===== src/hdl/pam_consts.vh =====
`ifndef PAM_CONSTS_VH
`define PAM_CONSTS_VH

// Anomaly slot indexes inside the latched vectors.
`define PAM_IDX_PARALLEL 0
`define PAM_IDX_SHARED 1
`define PAM_IDX_EXP_SILENT 2
`define PAM_IDX_EXP_MEASURE 3
`define PAM_IDX_EXP_DUP 4
`define PAM_IDX_EXP_SENSOR 5
`define PAM_IDX_TIE_SYNC 6
`define PAM_IDX_MAINS_SYNC 7
`define PAM_IDX_CONFIG 8
`define PAM_IDX_LINE_OPEN 9
`define PAM_IDX_IFACE 10
`define PAM_NUM_ANOM 11

// Numeric anomaly codes.
`define PAM_CODE_PARALLEL 10'h0cf
`define PAM_CODE_SHARED 10'h0d3
`define PAM_CODE_EXP_SILENT 10'h0fc
`define PAM_CODE_EXP_MEASURE 10'h0fd
`define PAM_CODE_EXP_DUP 10'h0fe
`define PAM_CODE_EXP_SENSOR 10'h0ff
`define PAM_CODE_TIE_SYNC 10'h10f
`define PAM_CODE_MAINS_SYNC 10'h110
`define PAM_CODE_CONFIG 10'h111
`define PAM_CODE_LINE_OPEN 10'h112
`define PAM_CODE_IFACE 10'h113
`define PAM_CODE_NONE 10'h000

// Operating mode codes.
`define PAM_MODE_MAN 2'h0
`define PAM_MODE_AUTO 2'h1
`define PAM_MODE_TEST 2'h2
`define PAM_MODE_REMOTE 2'h3

// Mains-breaker opening mask bits.
`define PAM_MASK_MAN 0
`define PAM_MASK_AUTO 1
`define PAM_MASK_TEST 2
`define PAM_MASK_REMOTE 3
`define PAM_MASK_TIE_FAIL 7

// Breaker management codes.
`define PAM_BRK_NOT_MANAGED 3'h0
`define PAM_BRK_STATIC 3'h1
`define PAM_BRK_NON_STATIC 3'h2
`define PAM_BRK_EXTERNAL 3'h3
`define PAM_BRK_EXT_SYNC 3'h4

// Interface-breaker selection codes.
`define PAM_IFACE_OFF 2'h0
`define PAM_IFACE_MAINS 2'h1
`define PAM_IFACE_TIE 2'h2
`define PAM_IFACE_GEN 2'h3

// Timing: one time tick is 100 ms at a 10 ns clock.
`define PAM_CLK_NS 10
`define PAM_TICK_MS 100
`define PAM_TICK_CYCLES (`PAM_TICK_MS * 1000000 / `PAM_CLK_NS)
`define PAM_IFACE_MS 500
`define PAM_IFACE_TICKS (`PAM_IFACE_MS / `PAM_TICK_MS)

`endif


===== src/hdl/pam_anomaly_monitor.v =====
`timescale 1ns/100ps
`include "pam_consts.vh"

// How it works
// - Nonzero parallel limit exceeded raises warning 207.
// - Warning 207 opens tie breaker, blocks reclose.
// - Transfer-case 207 self-clears on load drop.
// - Mask chooses modes allowing mains breaker opening.
// - Shared input written twice raises warning 211.
// - Report conflicting input type, number, writer.
// - Expansion checks enabled when any config nonzero.
// - Silent expansion module raises 252, identified.
// - Missing used analogue measure raises 253.
// - Duplicate expansion address raises 254, identified.
// - Disconnected sensor raises 255 with channel.
// - Tie sync timeout raises alarm 271.
// - Mains sync timeout raises warning 272.
// - Sync checks only outside manual mode.
// - Missing feedback or sync input alarms 273.
// - Factory parameters never set alarms 273.
// - Non-paralleling plant with unmanaged mains alarms.
// - Peer lacking coordination mode warns 273.
// - Line-open input, even briefly, alarms 274.
// - Interface breaker not open in 0.5s alarms.
module pam_anomaly_monitor #(
    parameter TICK_CYCLES = `PAM_TICK_CYCLES
) (
    input wire core_clk,
    input wire arst_n,
    input wire [1:0] opMode,
    input wire operatorAck,
    input wire gridParallel,
    input wire [15:0] maxParallelTicks,
    input wire transferToGensets,
    input wire loadPowerFell,
    input wire gensetsAdded,
    input wire tieOpenFailed,
    input wire [7:0] mainsOpenMask,
    input wire sharedConflict,
    input wire [3:0] sharedType,
    input wire [7:0] sharedNumber,
    input wire [7:0] sharedWriterAddr,
    input wire [7:0] expCfg0,
    input wire [7:0] expCfg1,
    input wire [7:0] expCfg2,
    input wire [7:0] expCfg3,
    input wire [3:0] moduleSilent,
    input wire measureMissing,
    input wire [7:0] measureFunction,
    input wire [1:0] measureModule,
    input wire [3:0] measureChannel,
    input wire [3:0] moduleDupAddr,
    input wire sensorDisconnected,
    input wire [1:0] sensorModule,
    input wire [3:0] sensorChannel,
    input wire tieSyncActive,
    input wire tieClosed,
    input wire [15:0] tieSyncTicks,
    input wire mainsSyncActive,
    input wire mainsClosed,
    input wire [15:0] mainsSyncTicks,
    input wire [2:0] mainsBreakerMode,
    input wire [2:0] tieBreakerMode,
    input wire mainsFeedbackAssigned,
    input wire tieFeedbackAssigned,
    input wire mainsSyncReqAssigned,
    input wire tieSyncReqAssigned,
    input wire factoryParamsSet,
    input wire plantIsMainsParallel,
    input wire coordModeZero,
    input wire peerLacksCoordMode,
    input wire lineOpenInput,
    input wire lossOfMains,
    input wire [1:0] interfaceSelect,
    input wire generatorBreakerClosed,
    output reg tieOpenCmd,
    output reg tieCloseInhibit,
    output reg mainsOpenCmd,
    output reg lineOpenMsg,
    output reg [10:0] anomalyActive,
    output reg [10:0] anomalyAlarm,
    output reg [9:0] anomalyCode,
    output reg anomalyIsAlarm,
    output reg [3:0] conflictType,
    output reg [7:0] conflictNumber,
    output reg [7:0] conflictWriter,
    output reg [1:0] expFaultModule,
    output reg [3:0] expFaultChannel
);
    localparam ST_NORMAL = 2'b01;
    localparam ST_HELD = 2'b10;
    reg [1:0] tieState;
    reg [1:0] next_tieState;
    reg transferCase;
    reg [31:0] tickCnt;
    reg tick;
    reg [15:0] parallelCnt;
    reg [15:0] tieSyncCnt;
    reg [15:0] mainsSyncCnt;
    reg [15:0] ifaceCnt;
    reg [10:0] raise;
    reg [10:0] raiseAlarm;
    reg [10:0] selfClear;
    reg cfgAlarm;
    reg ifaceClosed;
    reg [9:0] next_code;
    reg next_isAlarm;
    integer i;
    wire isMan = (opMode == `PAM_MODE_MAN);
    wire expEnable = |{expCfg0, expCfg1, expCfg2, expCfg3};
    // Saturating tick counter shared by all timers.
    function [15:0] satInc;
        input [15:0] cnt;
        input run;
        begin
            if (!run) begin
                satInc = 16'h0000;
            end else if (tick && cnt != 16'hffff) begin
                satInc = cnt + 16'h0001;
            end else begin
                satInc = cnt;
            end
        end
    endfunction
    // Lowest numbered module in a fault vector.
    function [1:0] firstModule;
        input [3:0] v;
        begin
            if (v[0]) begin
                firstModule = 2'h0;
            end else if (v[1]) begin
                firstModule = 2'h1;
            end else if (v[2]) begin
                firstModule = 2'h2;
            end else begin
                firstModule = 2'h3;
            end
        end
    endfunction
    function [9:0] codeOf;
        input [3:0] idx;
        begin
            case (idx)
                4'h0: codeOf = `PAM_CODE_PARALLEL;
                4'h1: codeOf = `PAM_CODE_SHARED;
                4'h2: codeOf = `PAM_CODE_EXP_SILENT;
                4'h3: codeOf = `PAM_CODE_EXP_MEASURE;
                4'h4: codeOf = `PAM_CODE_EXP_DUP;
                4'h5: codeOf = `PAM_CODE_EXP_SENSOR;
                4'h6: codeOf = `PAM_CODE_TIE_SYNC;
                4'h7: codeOf = `PAM_CODE_MAINS_SYNC;
                4'h8: codeOf = `PAM_CODE_CONFIG;
                4'h9: codeOf = `PAM_CODE_LINE_OPEN;
                4'ha: codeOf = `PAM_CODE_IFACE;
                default: codeOf = `PAM_CODE_NONE;
            endcase
        end
    endfunction
    // Timers run on a 100 ms tick, so every limit resolves to within one tick.
    always @(posedge core_clk or negedge arst_n) begin
        if (!arst_n) begin
            tickCnt <= 32'h00000000;
            tick <= 1'b0;
        end else if (tickCnt >= TICK_CYCLES - 1) begin
            tickCnt <= 32'h00000000;
            tick <= 1'b1;
        end else begin
            tickCnt <= tickCnt + 32'h00000001;
            tick <= 1'b0;
        end
    end

    always @* begin
        case (interfaceSelect)
            `PAM_IFACE_MAINS: ifaceClosed = mainsClosed;
            `PAM_IFACE_TIE: ifaceClosed = tieClosed;
            `PAM_IFACE_GEN: ifaceClosed = generatorBreakerClosed;
            default: ifaceClosed = 1'b0;
        endcase
        cfgAlarm = 1'b0;
        if ((mainsBreakerMode == `PAM_BRK_EXTERNAL || mainsBreakerMode == `PAM_BRK_NON_STATIC
                || mainsBreakerMode == `PAM_BRK_EXT_SYNC) && !mainsFeedbackAssigned) begin
            cfgAlarm = 1'b1;
        end
        if ((tieBreakerMode == `PAM_BRK_EXTERNAL || tieBreakerMode == `PAM_BRK_NON_STATIC
                || tieBreakerMode == `PAM_BRK_EXT_SYNC) && !tieFeedbackAssigned) begin
            cfgAlarm = 1'b1;
        end
        if ((mainsBreakerMode == `PAM_BRK_EXT_SYNC && !mainsSyncReqAssigned)
                || (tieBreakerMode == `PAM_BRK_EXT_SYNC && !tieSyncReqAssigned)) begin
            cfgAlarm = 1'b1;
        end
        if (!factoryParamsSet) begin
            cfgAlarm = 1'b1;
        end
        if (!plantIsMainsParallel && mainsBreakerMode == `PAM_BRK_NOT_MANAGED) begin
            cfgAlarm = 1'b1;
        end

        raise = 11'h000;
        raiseAlarm = 11'h000;
        selfClear = 11'h000;
        raise[`PAM_IDX_PARALLEL] = gridParallel && maxParallelTicks != 16'h0000
            && parallelCnt > maxParallelTicks;
        raise[`PAM_IDX_SHARED] = sharedConflict;
        raise[`PAM_IDX_EXP_SILENT] = expEnable && |moduleSilent;
        raise[`PAM_IDX_EXP_MEASURE] = expEnable && measureMissing && measureFunction != 8'h00;
        raise[`PAM_IDX_EXP_DUP] = expEnable && |moduleDupAddr;
        raise[`PAM_IDX_EXP_SENSOR] = expEnable && sensorDisconnected;
        // tie sync timeout, not in manual
        raise[`PAM_IDX_TIE_SYNC] = !isMan && tieSyncActive && !tieClosed
            && tieSyncTicks != 16'h0000 && tieSyncCnt >= tieSyncTicks;
        raiseAlarm[`PAM_IDX_TIE_SYNC] = !isMan;
        // mains sync timeout, not in manual
        raise[`PAM_IDX_MAINS_SYNC] = !isMan && mainsSyncActive && !mainsClosed
            && mainsSyncTicks != 16'h0000 && mainsSyncCnt >= mainsSyncTicks;
        raise[`PAM_IDX_CONFIG] = cfgAlarm || (coordModeZero && peerLacksCoordMode);
        raiseAlarm[`PAM_IDX_CONFIG] = cfgAlarm;
        raise[`PAM_IDX_LINE_OPEN] = lineOpenInput;
        raiseAlarm[`PAM_IDX_LINE_OPEN] = 1'b1;
        raise[`PAM_IDX_IFACE] = interfaceSelect != `PAM_IFACE_OFF
            && ifaceCnt >= `PAM_IFACE_TICKS;
        raiseAlarm[`PAM_IDX_IFACE] = 1'b1;
        selfClear[`PAM_IDX_PARALLEL] = transferCase && (loadPowerFell || gensetsAdded);
    end

    always @* begin
        next_code = `PAM_CODE_NONE;
        next_isAlarm = 1'b0;
        for (i = `PAM_NUM_ANOM - 1; i >= 0; i = i - 1) begin
            if (anomalyActive[i]) begin
                next_code = codeOf(i[3:0]);
                next_isAlarm = anomalyAlarm[i];
            end
        end
        case (tieState)
            ST_NORMAL: next_tieState = raise[`PAM_IDX_PARALLEL] ? ST_HELD : ST_NORMAL;
            ST_HELD: begin
                if (!raise[`PAM_IDX_PARALLEL]
                        && (operatorAck || selfClear[`PAM_IDX_PARALLEL])) begin
                    next_tieState = ST_NORMAL;
                end else begin
                    next_tieState = ST_HELD;
                end
            end
            default: next_tieState = ST_NORMAL;
        endcase
    end

    always @(posedge core_clk or negedge arst_n) begin
        if (!arst_n) begin
            parallelCnt <= 16'h0000;
            tieSyncCnt <= 16'h0000;
            mainsSyncCnt <= 16'h0000;
            ifaceCnt <= 16'h0000;
            tieState <= ST_NORMAL;
            transferCase <= 1'b0;
            anomalyActive <= 11'h000;
            anomalyAlarm <= 11'h000;
            anomalyCode <= `PAM_CODE_NONE;
            anomalyIsAlarm <= 1'b0;
            tieOpenCmd <= 1'b0;
            tieCloseInhibit <= 1'b0;
            mainsOpenCmd <= 1'b0;
            lineOpenMsg <= 1'b0;
            conflictType <= 4'h0;
            conflictNumber <= 8'h00;
            conflictWriter <= 8'h00;
            expFaultModule <= 2'h0;
            expFaultChannel <= 4'h0;
        end else begin
            parallelCnt <= satInc(parallelCnt, gridParallel);
            tieSyncCnt <= satInc(tieSyncCnt, tieSyncActive && !tieClosed);
            mainsSyncCnt <= satInc(mainsSyncCnt, mainsSyncActive && !mainsClosed);
            // count only in grid parallel after loss of mains
            ifaceCnt <= satInc(ifaceCnt, gridParallel && lossOfMains && ifaceClosed);
            tieState <= next_tieState;
            anomalyActive <= raise | (anomalyActive & ~selfClear & ~{11{operatorAck}});
            anomalyAlarm <= (raise & raiseAlarm) | (anomalyAlarm & ~raise);
            anomalyCode <= next_code;
            anomalyIsAlarm <= next_isAlarm;
            // open tie breaker and hold it open
            tieOpenCmd <= raise[`PAM_IDX_PARALLEL];
            tieCloseInhibit <= next_tieState == ST_HELD;
            if (raise[`PAM_IDX_PARALLEL] && tieState == ST_NORMAL) begin
                transferCase <= transferToGensets;
            end
            mainsOpenCmd <= raise[`PAM_IDX_PARALLEL] && !anomalyActive[`PAM_IDX_PARALLEL]
                && (mainsOpenMask[{1'b0, opMode}]
                || (mainsOpenMask[`PAM_MASK_TIE_FAIL] && tieOpenFailed));
            // message to gensets, they open their breakers
            lineOpenMsg <= lineOpenInput;
            if (sharedConflict) begin
                conflictType <= sharedType;
                conflictNumber <= sharedNumber;
                conflictWriter <= sharedWriterAddr;
            end
            if (raise[`PAM_IDX_EXP_SENSOR]) begin
                expFaultModule <= sensorModule;
                expFaultChannel <= sensorChannel;
            end else if (raise[`PAM_IDX_EXP_MEASURE]) begin
                expFaultModule <= measureModule;
                expFaultChannel <= measureChannel;
            end else if (raise[`PAM_IDX_EXP_DUP]) begin
                expFaultModule <= firstModule(moduleDupAddr);
                expFaultChannel <= 4'h0;
            end else if (raise[`PAM_IDX_EXP_SILENT]) begin
                expFaultModule <= firstModule(moduleSilent);
                expFaultChannel <= 4'h0;
            end
        end
    end

endmodule // pam_anomaly_monitor


===== config.mk =====
export PLATFORM = sky130hd
export DESIGN_NAME = pam_anomaly_monitor
export DESIGN_NICKNAME = d
export VERILOG_FILES = /design/src/hdl/pam_anomaly_monitor.v
export VERILOG_INCLUDE_DIRS = /design/src /design/src/hdl
export SDC_FILE = /design/constraint.sdc
export NUM_CORES = 1
export LEC_CHECK = 0
export BUFFER_PORTS_ARGS = -buffer_cell sky130_fd_sc_hd__buf_2
export CAP_MARGIN = 20
export CORE_UTILIZATION = 60
export CTS_BUF_LIST = sky130_fd_sc_hd__clkbuf_8
export DETAILED_ROUTE_END_ITERATION = 10
export PLACE_DENSITY = 0.89
export SYNTH_ARGS = -nofsm -noshare
export SYNTH_HDL_FRONTEND = slang
export SYNTH_SLANG_ARGS = --single-unit

===== constraint.sdc =====
create_clock -name core_clk -period 4.1 [get_ports core_clk]
set_input_delay 0.82 -clock core_clk [delete_from_list [all_inputs] [get_ports core_clk]]
set_output_delay 0.82 -clock core_clk [all_outputs]
set_load 0.005 [all_outputs]

==> qor.txt, run 1 <==
Synth area leaders -> dfrtp_1 (43%), ha_1 (7.7%), xor2_1 (3.3%), inv_1 (3.0%), xnor2_1 (2.9%)
CTS Root Buffer Type -> clkbuf_8
Period utilization -> 59.7%
Worst-skew pair later-pin latency -> 0.46 ns
Reg clk slew, reported paths -> 0.09 ns
Final net count -> 1,389
Critical-path cell list -> buf_2 > inv_1 > ha_1 > a2111oi_0 > o221ai_1 > a22o_1 > o211ai_2 > mux2_1
P_leak -> 5.27 nW
Clock skew -> 0.0124 ns
Design Power -> 3.08 mW
GP Congestion -> 0.896
Synth Flop Type -> dfrtp_1
Drt drc -> 0
Max Fanout on Critical Path -> 3
First-pass GRT wire length -> 38,600 um
Row cnt -> 45
Data required, critical path -> 4.45 ns
Mapped Area -> 0.00930 mm2
Post-cts sizing count -> 0
Final min period -> 2.45 ns
Hpwl dp -> 17,800 um
Setup Slack @ Placement -> 1.21 ns
Post-CTS setup repair buffer count -> 0
Slew @ Worst Pin -> 1.04 ns
Die Wd -> 127 um
Final setup vio count -> 0
Worst hold-check path type -> in2async
Synth Area per Inst -> 10.1 um2
Warnings, synthesis -> 0
I/O Buffers -> 230
Setup TNS -> 0 ns
Drt pass-1 iters -> 5
Routed len/inst -> 17.2 um
Synth top area share -> 42.8%
TritonCTS clock tree -> yes
Detail Route Antenna Nets -> 0
Overflow after GRT -> 0
Cts hold-fix bufs -> 0
RSZ-0062 raised after global routing -> no
Initial DRC Count -> 595
Worst path slowest cell -> a2111oi_0
Initial antenna violation count -> 1
Area leader, netlist -> dfrtp_1
Synth cell count leaders -> dfrtp_1 (159), inv_1 (74), nor2_1 (67)
Power per standard cell area -> 280 mW/mm2
Reg area -> 0.00401 mm2
Gr usage total -> 30.8%
Synth Area in Simple Gates -> 18.5%
Peak Freq -> 409 MHz
Post-route setup slack -> 1.65 ns
Cell variety after synth -> 74
Via count -> 8,117
Syn-to-layout area delta -> 18.5%
Starting Density -> 61.4%
Worst Path Arrival -> 2.79 ns
Worst IR drop on VDD -> 370 uV
Total core area -> 0.0151 mm2
Fin. max-slew vios -> 0
Complex-gate fraction of the synthesized area -> 16.6%
Die height -> 127 um
IO Pins -> 235
Die ar. -> 0.0160 mm2
Largest family of logic cells by synthesized area -> simple AND/OR/NAND/NOR gates
Most frequent cell after synthesis -> dfrtp_1
Pin count of the biggest net entering global routing -> 97
# H-tree levels -> 4
Max Buffers Root-to-Sink -> 2
Crit Path Class -> in2reg
Post-synth EDFFs -> 0
Post-synthesis mux area share -> 3.55%
Final Routed Wirelength -> 23,400 um
Fin. Hold Viols -> 0
Number of global-route vias before repair -> 8,001
Worst setup SP type -> input pin
Vias/cell -> 5.96
Max Cap Viol -> 0
CP endpoint kind -> flop
Reg2reg path depth -> 6
Crit path largest cell delay -> 0.40 ns
Synthesized flop and latch total -> 160
Share of flip-flops with an asynchronous set or reset -> 100%
Adder-Cell Fraction of Synth Area -> 7.67%
FILL cells -> 1,116
Num CTS Buffers -> 17
Worst slew margin -> 30.7%
Status -> finished clean
Post-Synthesis Cells -> 924
Share of cells above drive strength 1 -> 28.6%
Area of the multi-input gates -> 0.00492 mm2
Xor/xnor share of the synthesized area -> 6.21%
Sequential share of the synthesized area -> 43.0%
Clock sink total -> 160
[path summary, 6_finish.rpt]
check                                           from             end  slack (ns)
worst min register to register          transferCase    transferCase        0.50
min in group core_clk                   transferCase    transferCase        0.50
worst max-delay path            maxParallelTicks[13]    transferCase        1.65
worst min-delay path                          arst_n  parallelCnt[3]        0.43
max in group asynchronous                     arst_n     tieState[0]        2.82
worst max register to register       parallelCnt[13]    transferCase        1.70
[power by group]
| part | internal, mW | switching (mW) |
|---|---|---|
| registers | 1.62 | 0.0298 |
| logic | 0.155 | 0.174 |
| clock network | 0.485 | 0.619 |
[worst max-delay path, delay by kind of cell]
| family | cells | cell delay (ns) |
|---|---|---|
| mux | 1 | 0.34 |
| compound gates | 4 | 1.18 |
| fa+ha+maj | 1 | 0.31 |
| buf+inv | 2 | 0.13 |
[layout by cell type (no fill, tap or decap), types with 4 or more instances in the layout]
cell type and n:
nand2b_1 10, nand2_1 37, or2_2 6, xnor2_1 31
nand4_1 24, clkinv_4 5, buf_2 229, inv_1 75
or3_1 9, conb_1 9, clkinvlp_4 4, a31oi_1 4
nor4_1 30, and4_1 15, clkbuf_8 17, nor3_1 22
and2_1 19, buf_4 4, mux2_2 21, a211oi_1 7
nor2_1 67, nand3_1 31, and3_1 15, a211oi_2 18
o21ai_0 29, o22ai_1 4, a22o_1 5, dfrtp_1 159
xor2_1 35, mux2i_1 6, nor2b_1 7, a21oi_1 27
o2111ai_1 14, o21a_1 12, a21o_1 18, or4_1 6
o211ai_1 18, o31ai_1 6, ha_1 57
[sequential cells by signal, summed over array words and instances, names as in the netlist, named ones only]
name	count
anomalyActive	11
anomalyAlarm	9
anomalyCode	7
anomalyIsAlarm	1
conflictNumber	8
conflictType	4
conflictWriter	8
expFaultChannel	4
expFaultModule	2
ifaceCnt	16
lineOpenMsg	1
mainsOpenCmd	1
mainsSyncCnt	16
parallelCnt	16
tick	1
tickCnt	32
tieCloseInhibit	1
tieOpenCmd	1
tieState	2
tieSyncCnt	16
transferCase	1
[per-layer routing]
metal | share of wire [%] | wire (um) | vias up | global-route usage, %
met2 | 52 | 12100 | 281 | 54.6
li1 | - | - | 3865 | -
met3 | 6.0 | 1410 | 54 | 7.04
met4 | 2.6 | 611 | 0 | 11.3
met1 | 40 | 9290 | 3917 | 36.6
met5 | 0 | 0 | - | 0
[kinds of logic (layout without fill, tap and decap cells)]
| group | after synthesis | count (layout) |
|---|---|---|
| compound gates | 199 | 199 |
| other cells | 1 | 10 |
| buf+inv | 100 | 341 |
| simple gates | 312 | 312 |
| flops | 160 | 160 |
| xor+xnor | 66 | 66 |
| mux | 29 | 29 |
| fa+ha+maj | 57 | 57 |
[stage by stage]
step | util [%] | hold WS (ns) | instances | cell area (um2)
finish | 72.8 | 0.429 | 1362 | 11000
global route | 72.8 | 0.492 | 1362 | 11000
CTS | 72.8 | 0.462 | 1361 | 11000
detailed placement | 70.3 | 0.491 | 1329 | 10700
global placement | 70.3 | 0.477 | 1329 | 10700
floorplan | - | 0.465 | 932 | 9330
[cell type report]
| class | count | area share, % |
|---|---|---|
| clock buffers | 17 | 2.12 |
| repair buffers | 235 | 11.0 |
| well taps | 188 | 2.13 |
| flip-flops and latches | 160 | 36.3 |
| inverters | 74 | 2.52 |
| clock inverters | 15 | 1.26 |
| multi-input cells | 672 | 44.7 |
| diodes | 1 | 0.0227 |
(Power assumes the default switching activity.)
==> inputs of run 2 (changes only) <==
--- a/config.mk
+++ b/config.mk
@@ -6,12 +6,13 @@
 export SDC_FILE = /design/constraint.sdc
 export NUM_CORES = 1
 export LEC_CHECK = 0
+export ABC_AREA = 1
 export BUFFER_PORTS_ARGS = -buffer_cell sky130_fd_sc_hd__buf_2
 export CAP_MARGIN = 20
-export CORE_UTILIZATION = 60
+export CORE_UTILIZATION = 56
 export CTS_BUF_LIST = sky130_fd_sc_hd__clkbuf_8
 export DETAILED_ROUTE_END_ITERATION = 10
-export PLACE_DENSITY = 0.89
+export PLACE_DENSITY = 0.83
 export SYNTH_ARGS = -nofsm -noshare
 export SYNTH_HDL_FRONTEND = slang
 export SYNTH_SLANG_ARGS = --single-unit
==> constraint.sdc (replaced) <==
create_clock -name core_clk -period 2.4 [get_ports core_clk]
set_input_delay 0.48 -clock core_clk [delete_from_list [all_inputs] [get_ports core_clk]]
set_output_delay 0.48 -clock core_clk [all_outputs]
set_load 0.005 [all_outputs]
==> qor.txt, run 2 <==
Routed len/inst -> 14.5 um (-16%)
Post-CTS setup repair buffer count -> 0 (unchanged)
Hpwl dp -> 20,100 um (+13%)
R2R Path Start -> mainsSyncCnt[0]
CTS Root Buffer Type -> clkbuf_8
Die ar. -> 0.0182 mm2 (+14%)
Clock skew -> 0.0192 ns (+0.00676 ns)
Detail Route Antenna Nets -> 0 (unchanged)
Area leader, netlist -> dfrtp_1
# H-tree levels -> 4 (unchanged)
Mapped Area -> 0.00989 mm2 (+6.3%)
Crit Reg-Reg Endpoint -> mainsSyncCnt[11]
Via count -> 9,611 (+18%)
Cell variety after synth -> 54 (-27%)
Syn-to-layout area delta -> 18.7%
Crit Path Class -> reg2reg
Starting Density -> 57.2% (-4.2 points)
Most frequent cell after synthesis -> nand2_1
Share of cells above drive strength 1 -> 21.5% (-7.2 points)
Die Wd -> 135 um (+6.6%)
Fin. max-slew vios -> 0 (unchanged)
Switching power total -> 1.42 mW (+72%)
Setup TNS -> 0 ns (unchanged)
CP endpoint -> mainsSyncCnt[11]
Final Routed Wirelength -> 25,600 um (+9.3%)
Synth Flop Type -> dfrtp_1
Worst IR drop on VDD -> 351 uV (-5.1%)
Slew @ Worst Pin -> 0.751 ns (-0.285 ns)
Final setup vio count -> 0 (unchanged)
Clock sink total -> 160 (unchanged)
Die height -> 135 um (+6.6%)
Sequential share of the synthesized area -> 40.5% (-2.6 points)
Reg clk slew, reported paths -> 0.09 ns (about the same)
CP endpoint kind -> flop
Data required, critical path -> 2.75 ns (-1.70 ns)
Num CTS Buffers -> 17 (unchanged)
Synth cell count leaders -> nand2_1 (229), inv_1 (187), dfrtp_1 (159)
Failing checks -> hold timing
Crit path launch -> mainsSyncCnt[0]
Clock network power share -> 36.9% (+1.1 points)
Vias/cell -> 5.45 (-8.5%)
Most frequent cells in the layout -> nand2_1 (229), buf_2 (229), inv_1 (189), dfrtp_1 (159), nor2_1 (154)
Warnings, synthesis -> 0 (unchanged)
Worst path slowest cell -> dfrtp_1
Sequential power share -> 52.0% (-1.5 points)
I/O Buffers -> 230 (unchanged)
Peak Freq -> 487 MHz
Power per standard cell area -> 459 mW/mm2 (+64%)
Share of flip-flops with an asynchronous set or reset -> 100% (unchanged)
Critical-path cell list -> ha_1 > nand3_1 > nor2_1 > nand3_1 > nand2_2 > nand2_2 > inv_1 > nand2_1 > o31ai_1
Post-Synthesis Cells -> 1,275 (+38%)
Final min period -> 2.05 ns
Worst hold-check path type -> in2async
Cts hold-fix bufs -> 0 (unchanged)
First-pass GRT wire length -> 42,300 um (+9.3%)
R2r setup slk -> 0.35 ns (-1.35 ns)
Gr usage total -> 29.1% (-1.7 points)
IO Pins -> 235 (unchanged)
Max Buffers Root-to-Sink -> 2 (unchanged)
Post-cts sizing count -> 0 (unchanged)
Drt pass-1 iters -> 5 (unchanged)
Drt drc -> 0 (unchanged)
Hold_ws -> -0.0125 ns (-0.442 ns)
Worst Path Arrival -> 2.40 ns (-0.39 ns)
Number of global-route vias before repair -> 9,105 (+14%)
Initial antenna violation count -> 0 (-1)
P_leak -> 5.81 nW (+10%)
Placed Cells -> 1,730 (+30%)
Most flop-heavy register -> tickCnt
Layout Cells excl Fill -> 1,762 (+29%)
Pin count of the biggest net entering global routing -> 85 (-12%)
Synth top area share -> 40.2% (-2.5 points)
Period utilization -> 85.5%
Synth area leaders -> dfrtp_1 (40%), nand2_1 (8.7%), ha_1 (7.2%), inv_1 (7.1%), nor2_1 (5.8%)
RSZ-0062 raised after global routing -> no
Row cnt -> 48 (+6.7%)
Overflow after GRT -> 0 (unchanged)
Status -> complete, but fails checks
Combinational fraction of design power -> 11.1% (+0.4 points)
Worst-skew pair later-pin latency -> 0.47 ns (about the same)
Total core area -> 0.0173 mm2 (+14%)
Max Cap Viol -> 0 (unchanged)
Final net count -> 1,753 (+26%)
Worst setup SP type -> flop
TritonCTS clock tree -> yes
Worst slew margin -> 49.3% (+19 points)
Post-synth EDFFs -> 0 (unchanged)
Crit path largest cell delay -> 0.45 ns (+0.05 ns)
Initial DRC Count -> 721 (+21%)
Internal power -> 3.98 mW (+76%)
Max Fanout on Critical Path -> 11 (+8)
Synth Area per Inst -> 7.76 um2 (-23%)
Reg2reg path depth -> 9 (+3)
ANT cells -> 0 (-1)
Synthesized flop and latch total -> 160 (unchanged)
Sw Ratio -> 26.3% (-0.38 points)
GP Congestion -> 0.930 (+3.7%)
Fin. Hold Viols -> 4 (+4)
Max reg flops -> 32 (unchanged)
-- run 2: changes by cell type in the layout (fill, tap and decap cells not counted), moves of 24 or more --
cell / previous run / this run
nand3_1: 31 / 98
inv_1: 75 / 189
nand2_1: 37 / 229
o21ai_0: 29 / 59
a21oi_1: 27 / 64
nor3_1: 22 / 46
nor2_1: 67 / 154
xnor2_1: 31 / 5
-- run 2: routing by layer --
layer / up-vias / global-route usage [%] / share of wire (%)
met5: - / 0 / 0
met4: 0 / 10.9 / 2.8
met3: 69 / 5.48 / 6.0
met2: 339 / 51.7 / 50
met1: 4476 / 35.0 / 41
li1: 4727 / - / -
-- run 2: how the worst min path moves through the flow --
stage / startpoint / end / slack (ns) / depth (start not counted)
CTS: arst_n / tieSyncCnt[7] / 0.01 / 2
finish: arst_n / tieSyncCnt[7] / -0.01 / 2
global placement: transferCase / transferCase / 0.46 / 2
detailed placement: transferCase / transferCase / 0.49 / 2
floorplan: arst_n / async pin / 0.18 / 0
global route: arst_n / tieSyncCnt[5] / 0.01 / 2
-- run 2: per-stage QoR --
| step | worst slack (ns) | utilization, % | instance area (um2) | power, mW |
|---|---|---|---|---|
| 6_report | 0.349 | 67.9 | 11700 | 5.39 |
| 5_1_grt | 0.121 | 67.9 | 11700 | 5.61 |
| 4_1_cts | 0.365 | 67.9 | 11700 | 5.40 |
| 3_5_place_dp | 0.240 | 65.7 | 11400 | 3.45 |
| 3_3_place_gp | 0.305 | 65.7 | 11400 | 3.43 |
| 2_1_floorplan | 0.717 | - | 9920 | 3.11 |
-- run 2: worst max-delay path, delay by kind of cell, from the launching register on --
kind | cells | cell delay (ns)
DFF | 1 | 0.45
and+or+nand+nor | 6 | 0.80
AOI/OAI and AO/OA | 1 | 0.10
adders and majority gates | 1 | 0.31
buffers and inverters | 1 | 0.28
-- run 2: power groups by stage --
stage | logic (mW) | clock network, mW | registers (mW)
after CTS | 0.599 | 2.00 | 2.81
after global placement | 0.577 | 0 | 2.86
after floorplan | 0.245 | 0 | 2.86
after global routing | 0.676 | 2.12 | 2.82
final | 0.598 | 1.99 | 2.81
after detailed placement | 0.595 | 0 | 2.86
-- run 2: final cells by class --
class	instances	area (um2)
sequential	160	4010
inverter	189	709
multi-input combinational	914	5090
timing repair buffer	242	1270
tap	225	282
fill	1431	5550
clock inverter	14	140
clock buffer	18	248
-- run 2: cells by family after synthesis --
kind of cell | Yosys count | synth area share, %
DFF | 160 | 40.5
other | 1 | 0.0379
and+or+nand+nor | 626 | 29.3
muxes | 20 | 2.28
buffers and inverters | 209 | 8.36
xor gates and xnor gates | 30 | 2.66
AOI/OAI and AO/OA | 172 | 9.68
adders and majority gates | 57 | 7.21
